**config.mk**
```make
export PLATFORM = sky130hd
export DESIGN_NAME = pwr_ctl
export DESIGN_NICKNAME = d
export VERILOG_FILES = /design/src/core/pwr_ctl_pkg.sv /design/src/core/pwr_ctl.sv
export VERILOG_INCLUDE_DIRS = /design/src /design/src/core
export SDC_FILE = /design/constraint.sdc
export NUM_CORES = 1
export LEC_CHECK = 0
export BUFFER_PORTS_ARGS = -buffer_cell sky130_fd_sc_hd__buf_2
export CAP_MARGIN = 20
export CORE_MARGIN = 3
export CORE_UTILIZATION = 40
export DETAILED_ROUTE_END_ITERATION = 10
export PLACE_DENSITY = 0.67
export SLEW_MARGIN = 20
export SYNTH_ARGS = -nofsm -noshare
export SYNTH_HDL_FRONTEND = slang
export SYNTH_SLANG_ARGS = --single-unit
export TNS_END_PERCENT = 5
```
**constraint.sdc**
```tcl
create_clock -name REF_CLK -period 1.9 [get_ports REF_CLK]
set_input_delay 0.19 -clock REF_CLK [delete_from_list [all_inputs] [get_ports REF_CLK]]
set_output_delay 0.19 -clock REF_CLK [all_outputs]
set_load 0.02 [all_outputs]
```
**src/core/pwr_ctl_consts.svh**
```systemverilog
// Constants for the reduced power mode controller: offsets, fields, resets.
// Assumes inclusion by the controller and the bench, 100 MHz REF_CLK.
// Summary of operation
// - Setting the idle request bit gates the CPU, acquisition and display clocks; the oscillator keeps running.
// - In idle the memory, two-wire bus, timer, watchdog and modulator clocks keep running.
// - In idle CPU state, register, RAM and pin values are frozen in place.
// - An enabled interrupt in idle clears the idle bit, restarts the clocks and is serviced.
// - A software ADC compare interrupt, when that mode is set, also ends idle.
// - An external reset ends idle and needs to be held only two machine cycles.
// - Reset initialises registers and display memory, keeps other RAM, and starts at address zero.
// - Setting the power-down request bit stops the crystal oscillator.
// - In power-down registers, data memory and pins are kept; auxiliary and display memory are lost.
// - An external or software ADC compare interrupt ends power-down and is serviced.
// - An external reset also ends power-down with full initialisation from address zero.
// - The watchdog has an 8-bit period and an 8-bit key; key 55H disables it while active.
`ifndef PWR_CTL_CONSTS_SVH
`define PWR_CTL_CONSTS_SVH

`define PC_OFF_POWER_CTL   12'h000
`define PC_OFF_WD_PERIOD   12'h004
`define PC_OFF_WD_KEY      12'h008
`define PC_OFF_STATUS      12'h00C

`define PC_BIT_IDLE        0
`define PC_BIT_POWERDOWN   1
`define PC_BIT_ADC_CMP_EN  2

`define PC_WD_KEY_DISABLE  8'h55
`define PC_WD_PERIOD_RST   8'h00
`define PC_WD_KEY_RST      8'h00

`define PC_SETTLE_NS       1000
`define PC_CLK_NS          10
`define PC_RESET_CYCLES    24

`endif

```
**src/core/pwr_ctl_pkg.sv**
```systemverilog
// Types shared by the reduced power mode controller.
// Assumes the constants header is found on the include path.
package pwr_ctl_pkg;
   typedef enum logic [1:0] {
      RUN_STATE,
      IDLE_STATE,
      DOWN_STATE,
      SETTLE_STATE
   } mode_type;
endpackage

```
**src/core/pwr_ctl.sv**
```systemverilog
// Reduced power mode controller: idle, power-down, wake and watchdog key.
// Assumes an AXI4-Lite master and a core that honours the clock enables.
`timescale 1ns/1ps
`default_nettype none
`include "pwr_ctl_consts.svh"

module pwr_ctl #(
   parameter int SETTLE_CYCLES = (`PC_SETTLE_NS + `PC_CLK_NS - 1) / `PC_CLK_NS
) (
   input  wire logic                REF_CLK,     // System clock, 100 MHz
   input  wire logic                RST,         // Sync reset, active high
   input  wire logic [11:0]         AWADDR,      // Write address
   input  wire logic                AWVALID,     // Write address valid
   output logic                     AWREADY,     // Write address ready
   input  wire logic [31:0]         WDATA,       // Write data
   input  wire logic [3:0]          WSTRB,       // Write byte strobes
   input  wire logic                WVALID,      // Write data valid
   output logic                     WREADY,      // Write data ready
   output logic [1:0]               BRESP,       // Write response
   output logic                     BVALID,      // Write response valid
   input  wire logic                BREADY,      // Write response ready
   input  wire logic [11:0]         ARADDR,      // Read address
   input  wire logic                ARVALID,     // Read address valid
   output logic                     ARREADY,     // Read address ready
   output logic [31:0]              RDATA,       // Read data
   output logic [1:0]               RRESP,       // Read response
   output logic                     RVALID,      // Read data valid
   input  wire logic                RREADY,      // Read data ready
   input  wire logic                IRQ_ENABLED, // Enabled interrupt pending
   input  wire logic                EXT_IRQ,     // Level external interrupt
   input  wire logic                ADC_CMP_IRQ, // Software ADC compare hit
   output logic                     OSC_RUN,     // Crystal oscillator enable
   output logic                     CPU_CLK_EN,  // CPU clock gate
   output logic                     ACQ_CLK_EN,  // Acquisition clock gate
   output logic                     DISP_CLK_EN, // Display clock gate
   output logic                     PERIPH_CLK_EN, // Memory, bus, timers, PWM
   output logic                     WD_ACTIVE,   // Watchdog running
   output logic [7:0]               WD_PERIOD,   // Watchdog period field
   output logic                     WAKE_IRQ,    // Wake interrupt to service
   output logic                     RESET_INIT,  // Init registers, display RAM
   output logic                     AUX_LOST     // Aux/display RAM not kept
);
   import pwr_ctl_pkg::*;

   localparam logic [15:0] SETTLE_LAST = 16'(SETTLE_CYCLES - 1);

   typedef struct packed {
      mode_type    mode;
      logic        idle_bit;
      logic        down_bit;
      logic        adc_cmp_en;
      logic [7:0]  wd_period;
      logic [7:0]  wd_key;
      logic        wd_active;
      logic [15:0] settle_cnt;
      logic        wake_irq;
      logic        aux_lost;
      logic        aw_hold;
      logic        w_hold;
      logic [11:0] aw_addr;
      logic [31:0] w_data;
      logic [3:0]  w_strb;
      logic        bvalid;
      logic        rvalid;
      logic [31:0] rdata;
      logic [1:0]  rresp;
      logic [1:0]  bresp;
   } state_type;

   state_type state_reg;
   state_type state_next;

   // Word read decode, shared by read path and write mapping check
   function automatic logic mapped(input logic [11:0] a);
      return a == `PC_OFF_POWER_CTL || a == `PC_OFF_WD_PERIOD ||
             a == `PC_OFF_WD_KEY || a == `PC_OFF_STATUS;
   endfunction

   logic wake_src;

   // Next-state logic: bus slave, mode machine and watchdog key
   always_comb begin
      state_next = state_reg;
      // Compare wake only counts when the compare mode is armed
      wake_src = EXT_IRQ || IRQ_ENABLED ||
                 (state_reg.adc_cmp_en && ADC_CMP_IRQ);

      // Bus capture, address and data in either order
      if (AWVALID && !state_reg.aw_hold) begin
         state_next.aw_hold = 1'b1;
         state_next.aw_addr = AWADDR;
      end
      if (WVALID && !state_reg.w_hold) begin
         state_next.w_hold = 1'b1;
         state_next.w_data = WDATA;
         state_next.w_strb = WSTRB;
      end
      if (state_reg.bvalid && BREADY) begin
         state_next.bvalid = 1'b0;
      end
      if (state_reg.rvalid && RREADY) begin
         state_next.rvalid = 1'b0;
      end
      if (state_reg.wake_irq) begin
         state_next.wake_irq = 1'b0;
      end

      // Register write once both halves are held
      if (state_reg.aw_hold && state_reg.w_hold && !state_reg.bvalid) begin
         state_next.aw_hold = 1'b0;
         state_next.w_hold  = 1'b0;
         state_next.bvalid  = 1'b1;
         state_next.bresp   = mapped(state_reg.aw_addr) ? 2'b00 : 2'b10;
         if (state_reg.w_strb[0]) begin
            case (state_reg.aw_addr)
               `PC_OFF_POWER_CTL: begin
                  state_next.idle_bit   = state_reg.w_data[`PC_BIT_IDLE];
                  state_next.down_bit   =
                     state_reg.w_data[`PC_BIT_POWERDOWN];
                  state_next.adc_cmp_en =
                     state_reg.w_data[`PC_BIT_ADC_CMP_EN];
               end
               `PC_OFF_WD_PERIOD: begin
                  state_next.wd_period = state_reg.w_data[7:0];
                  state_next.wd_active = 1'b1;
               end
               `PC_OFF_WD_KEY: begin
                  state_next.wd_key = state_reg.w_data[7:0];
                  if (state_reg.wd_active &&
                      state_reg.w_data[7:0] == `PC_WD_KEY_DISABLE) begin
                     state_next.wd_active = 1'b0;
                  end
               end
               default: begin
               end
            endcase
         end
      end

      // Register read, one at a time
      if (ARVALID && !state_reg.rvalid) begin
         state_next.rvalid = 1'b1;
         state_next.rresp  = mapped(ARADDR) ? 2'b00 : 2'b10;
         case (ARADDR)
            `PC_OFF_POWER_CTL:
               state_next.rdata = {29'h0000_0000, state_reg.adc_cmp_en,
                                   state_reg.down_bit, state_reg.idle_bit};
            `PC_OFF_WD_PERIOD:
               state_next.rdata = {24'h00_0000, state_reg.wd_period};
            `PC_OFF_WD_KEY:
               state_next.rdata = {24'h00_0000, state_reg.wd_key};
            `PC_OFF_STATUS:
               state_next.rdata = {27'h000_0000, state_reg.aux_lost,
                                   state_reg.wd_active, 1'b0,
                                   2'(state_reg.mode)};
            default:
               state_next.rdata = 32'h0000_0000;
         endcase
      end

      // Mode machine; request bits take effect once the write lands
      case (state_reg.mode)
         RUN_STATE: begin
            if (state_reg.down_bit) begin
               state_next.mode     = DOWN_STATE;
               state_next.aux_lost = 1'b1;
            end else if (state_reg.idle_bit) begin
               state_next.mode = IDLE_STATE;
            end
         end
         IDLE_STATE: begin
            // Wake clears the request bit by hardware
            if (wake_src) begin
               state_next.idle_bit = 1'b0;
               state_next.mode     = RUN_STATE;
               state_next.wake_irq = 1'b1;
            end
         end
         DOWN_STATE: begin
            // Only level sources can wake; no clocked edge detect here
            if (EXT_IRQ || (state_reg.adc_cmp_en && ADC_CMP_IRQ)) begin
               state_next.mode       = SETTLE_STATE;
               state_next.settle_cnt = 16'h0000;
            end
         end
         SETTLE_STATE: begin
            // Oscillator restarted, CPU held until it is stable
            if (state_reg.settle_cnt == SETTLE_LAST) begin
               state_next.mode     = RUN_STATE;
               state_next.down_bit = 1'b0;
               state_next.wake_irq = 1'b1;
            end else begin
               state_next.settle_cnt = state_reg.settle_cnt + 16'h0001;
            end
         end
         default: begin
            state_next.mode = RUN_STATE;
         end
      endcase
   end

   // Reset also ends either low power mode and reinitialises registers
   always_ff @(posedge REF_CLK) begin
      if (RST) begin
         state_reg            <= '0;
         state_reg.mode       <= RUN_STATE;
         state_reg.wd_period  <= `PC_WD_PERIOD_RST;
         state_reg.wd_key     <= `PC_WD_KEY_RST;
      end else begin
         state_reg <= state_next;
      end
   end

   // Bus handshakes
   assign AWREADY = !state_reg.aw_hold;
   assign WREADY  = !state_reg.w_hold;
   assign BVALID  = state_reg.bvalid;
   assign BRESP   = state_reg.bresp;
   assign ARREADY = !state_reg.rvalid;
   assign RVALID  = state_reg.rvalid;
   assign RDATA   = state_reg.rdata;
   assign RRESP   = state_reg.rresp;

   // Clock gates; registers and pins simply hold while gated
   assign OSC_RUN       = state_reg.mode != DOWN_STATE;
   assign CPU_CLK_EN    = state_reg.mode == RUN_STATE;
   assign ACQ_CLK_EN    = state_reg.mode == RUN_STATE;
   assign DISP_CLK_EN   = state_reg.mode == RUN_STATE;
   assign PERIPH_CLK_EN = state_reg.mode != DOWN_STATE;
   assign WD_ACTIVE     = state_reg.wd_active;
   assign WD_PERIOD     = state_reg.wd_period;
   assign WAKE_IRQ      = state_reg.wake_irq;
   assign RESET_INIT    = RST;
   assign AUX_LOST      = state_reg.aux_lost;
endmodule

`default_nettype wire

```
* Word-level counts from Yosys, hierarchy flattened
Index checks and enable logic that the tools add are counted.
** Word-level totals
- Flip-flop bits (word level) :: 101
- Input bits :: 70
- Output and inout bits :: 58
- Word-level logic and storage cells :: 105
** Operators by class
- Add/sub/neg operators :: 1
- Equal/unequal tests :: 18
- Muxes and demuxes :: 29
- Reduce and logical (&&, ||, !) cells :: 37
** Operators by type and width (number)
- equality test 12 x 4 -> 1 bit (second input constant) :: 4
- two-way mux 20 bit :: 2
- two-way mux 35 bit :: 1
- two-way mux 16 bit :: 2
- case mux 16 bit (2 select lines) :: 1
- case mux 8 bit (4 select lines) :: 1
- equality test 12 x 3 -> 1 bit (second input constant) :: 2
- zero test 12 bit :: 2
- adder 16 x 1 -> 16 bit (second input constant) :: 1
- equality test 16 x 7 -> 1 bit (second input constant) :: 1
- two-way mux 8 bit :: 2
- two-way mux 2 bit :: 6
- AND reduction 3 bit :: 4
- != test 2 bit (second input constant) :: 5
- logical AND 1 bit :: 9
- logical OR 1 bit :: 9
- two-way mux 1 bit :: 9
- equality test 8 x 7 -> 1 bit (second input constant) :: 1
- case mux 2 bit (4 select lines) :: 1
- AND reduction 4 bit :: 2
- nonzero test 2 bit :: 4
- two-way mux 3 bit :: 2
- equality test 2 bit (second input constant) :: 2
- zero test 1 bit :: 4
- other kinds (7) :: 8

* Longest topological paths before layout
- Word-level depth :: 8
- Depth in mapped cells :: 6
- Depth with buffers taken out :: 5

* Worst setup path before layout
No wires, ideal clock.
- Path type :: reg-to-reg
- Start :: reg state_reg[90] (netlist name)
- End :: reg state_reg[105] (netlist name)
- Library setup time :: 71 ps
- Arrival :: 1495 ps
- Data required time :: 1829 ps
- Path slack :: 335 ps
- Cell stages (with the launch flop) :: 5
- Path buffers :: 0
- Clock period less this slack :: 1565 ps
- Path through :: dfxtp_1 nand4_2 or3_4 or4_1 a21oi_1
** On the way
- Longest elaborated chain between the ends :: 3
- Elaborated cells between the ends (all ways) :: 6
- Those cells by class :: add/sub: 1; eq/ne: 2; mux: 2; reduce/logical: 1
** Ends and longest elaborated chain
- from (decl) :: line pwr_ctl.sv:70 : state_type state_reg;
- from (signal assigned) :: line pwr_ctl.sv:210 : state_reg <= state_next;
- adder 16 x 1 -> 16 bit or equality test 16 x 7 -> 1 bit (tied branches) :: line pwr_ctl.sv:193, pwr_ctl.sv:188
- two-way mux 16 bit or != test 2 bit (tied branches)
- case mux 16 bit (2 select lines) or AND reduction 3 bit (tied branches)
Several ways; a longest one is shown, not always the timed one. The select of a mux whose other input is x is not followed.
A chain may end at the register's enable or synchronous reset.

* Worst setup path in the final report
- Start :: reg state_reg[93] (netlist name)
- End :: reg state_reg[105] (netlist name)
The elaborated chain is that of the path after synthesis.

==> results.yml <==
setup_path:
  crit_type: "flip-flop to flip-flop"
  r2r_cells: 4
  endpoint_kind: "flip-flop"
  r2r-end: "state_reg[105]"
  start_kind: "flip-flop"
  arrival_ps: 2010
  slowest_stage: "or4_1"
  path_cells: "nand3_1 -> or3_4 -> or4_1 -> a21oi_1"
  reg2reg_from: "state_reg[93]"
  cpLargestDelayFamily: "simple AND/OR/NAND/NOR gates"
  crit_path_max_fanout: 6
  r2r_slack_ps: 170
  cp_slowest_stage_delay_ps: 470
  critPathRequiredTime_ps: 2180
  critPathBufInv: 0
flow_run:
  drv_cap: 0
timing:
  worst_pin_slew_ps: 598.3
  hold-worst-slack_ps: 23.71
  finalSetupTns_ps: 0
  rsz0062_at_grt: "no"
  slew_viol_final: 0
  setup_viol: 0
  fmax_mhz: 578.5
  maxSlewHeadroom: 0.6003
  finClkSkew_ps: 9.048
  finalCritPeriodShare: 0.9099
  fin_crit_ps: 1729
  hold_viol: 0
die:
  initial_core_util: 0.4217
  core_area_sq_mm: 0.008423
  die_h_microns: 100.2
  ios: 128
  die_area_sq_mm: 0.01005
  num_rows: 33
  die_width_microns: 100.2
logic_synthesis:
  postSynth.asyncResetShare: 0
  synth_area_per_cell_sq_um: 8.458
  ys_seq_area_frac: 0.4227
  ys_types: 47
  ys_ff_latch: 75
  synth_warnings: 0
  synth_flop_cell: "dfxtp_1"
  synth_edf_count: 0
  synth_cells: 420
  netlist_area_sq_mm: 0.003552
grt:
  antenna_found_initial: 0
  grt_pass1_vias: 2749
  grt_pass1_wl_microns: 12720
  gr-total-overflow: 0
  grt_start_max_net_pins: 38
  track_usage: 0.1549
drt:
  via_per_inst: 5.005
  wire_per_inst_microns: 13.03
  first_pass_iters: 4
  drtAntennaViolNets: 0
  vias: 2938
  drc: 0
  drt-initial-drc-count: 158
  routed_wl_microns: 7650
power:
  sw_frac_of_total: 0.2500
  p_clk_frac: 0.396
  p_switching_w: 0.0007943
  max-vdd-ir-drop_uv: 379.8
  power_density_mw_per_mm2: 793.6
  leakage_nw: 1.755
  combPwrFrac: 0.088
  seqPwrFrac: 0.517
  cell_internal_pwr_w: 0.002383
layout:
  drive_gt1_frac: 0.2282
  n_fill_cell: 824
  nets: 548
  area_growth_pct: 12.72
  largest_reg_flops: 52
  n_antenna_cell: 0
  final_cell_mix: "75 x dfxtp_1, 74 x buf_2, 56 x nand2_1, 43 x a21oi_1, 36 x nor2_1"
  layout_commonest_cell: "dfxtp_1"
worst_hold_path:
  hold_path_end: "RVALID"
  hold_start: "RREADY"
  worstHoldPathCells: 2
  hp-class: "input port to flip-flop"
clock_tree:
  worstSkewPairLatency_ps: 350
  cts_inserted_buffers: 9
  cts_tree: "yes"
  cts-root-buf: "clkbuf_8"
  postCtsSetupBuffers: 0
  cts.clk_slew.worst_paths_ps: 80
  cts_resized: 0
  cts_buffer_depth: 2
  cts.sinks: 75
  cts_hold_buf: 0
  h-tree-depth: 3
placement:
  numPortBuffers: 74
  gp_congestion: 0.7662
  dp_hpwl_microns: 5723
status:
  status: "completed"
==> cell usage after synthesis, types with 5 or more instances <==
master | instances | area (sq um)
nor4_1 | 8 | 50.05
nor3_1 | 6 | 30.03
o21ai_0 | 16 | 80.08
inv_1 | 11 | 41.29
nor2b_1 | 6 | 37.54
clkbuf_1 | 9 | 33.78
nand2_1 | 56 | 210.2
a21oi_1 | 43 | 215.2
xor2_1 | 5 | 43.79
dfxtp_1 | 75 | 1501
mux2i_1 | 14 | 140.1
a22o_1 | 10 | 87.58
buf_4 | 48 | 360.4
nand3_1 | 18 | 90.09
nor2_1 | 36 | 135.1
nand4_1 | 6 | 37.54
==> power by group through the flow <==
stage	Clock (W)	Combinational (W)	Sequential, W
global placement	0	0.000276	0.00168
CTS	0.00129	0.000280	0.00164
detailed placement	0	0.000279	0.00168
finish	0.00126	0.000279	0.00164
global route	0.00135	0.000314	0.00165
floorplan	0	0.000228	0.00167
==> metal layers <==
metal	global-route usage	vias to the layer above	part of all wire	wire (microns)
met1	0.2057	1333	0.46	3517
met5	0	-	0	0
met4	0.03938	0	0.013	100
li1	-	1509	-	-
met2	0.2462	87	0.46	3536
met3	0.04726	9	0.065	495
==> worst max path at each step <==
stage / slack (ps) / from / depth (start not counted) / end
2_1_floorplan: 330 / state_reg[90] / 4 / state_reg[105]
3_3_place_gp: 230 / state_reg[90] / 4 / state_reg[105]
3_5_place_dp: 200 / state_reg[90] / 4 / state_reg[105]
4_1_cts: 170 / state_reg[90] / 4 / state_reg[105]
5_1_grt: 20 / state_reg[74] / 4 / WD_ACTIVE
6_report: 170 / state_reg[93] / 4 / state_reg[105]
==> layout make-up <==
| type | count | area [sq um] | share of cell area |
|---|---|---|---|
| Inverter | 11 | 41.29 | 0.01031 |
| Timing Repair Buffer | 83 | 437.9 | 0.1094 |
| Multi-Input combinational cell | 297 | 1687 | 0.4213 |
| Clock buffer | 13 | 158.9 | 0.03969 |
| Sequential cell | 75 | 1501 | 0.3750 |
| Tap cell | 105 | 131.4 | 0.03281 |
| Clock inverter | 3 | 46.29 | 0.01156 |
==> logic make-up after synthesis <==
| family | after synthesis | synth area share |
|---|---|---|
| buffers and inverters | 73 | 0.1289 |
| DFF | 75 | 0.4227 |
| adders and majority gates | 1 | 0.003522 |
| other | 1 | 0.001056 |
| xor gates and xnor gates | 9 | 0.02219 |
| and+or+nand+nor | 162 | 0.2286 |
| AOI/OAI and AO/OA | 81 | 0.1346 |
| muxes | 18 | 0.05847 |
==> per-stage QoR <==
stage | std cells | total power (W) | instance area, sq um | util | setup WS [ps]
after global routing | 587 | 0.003317 | 4004 | 0.4753 | 24.10
final | 587 | 0.003177 | 4004 | 0.4753 | 171.3
after global placement | 571 | 0.001952 | 3799 | 0.4510 | 229.7
after floorplan | 445 | 0.001899 | 3646 | - | 334.6
after CTS | 587 | 0.003207 | 4004 | 0.4753 | 170.0
after detailed placement | 571 | 0.001958 | 3799 | 0.4510 | 196.5
No activity file was read; power rests on OpenSTA's default activity.
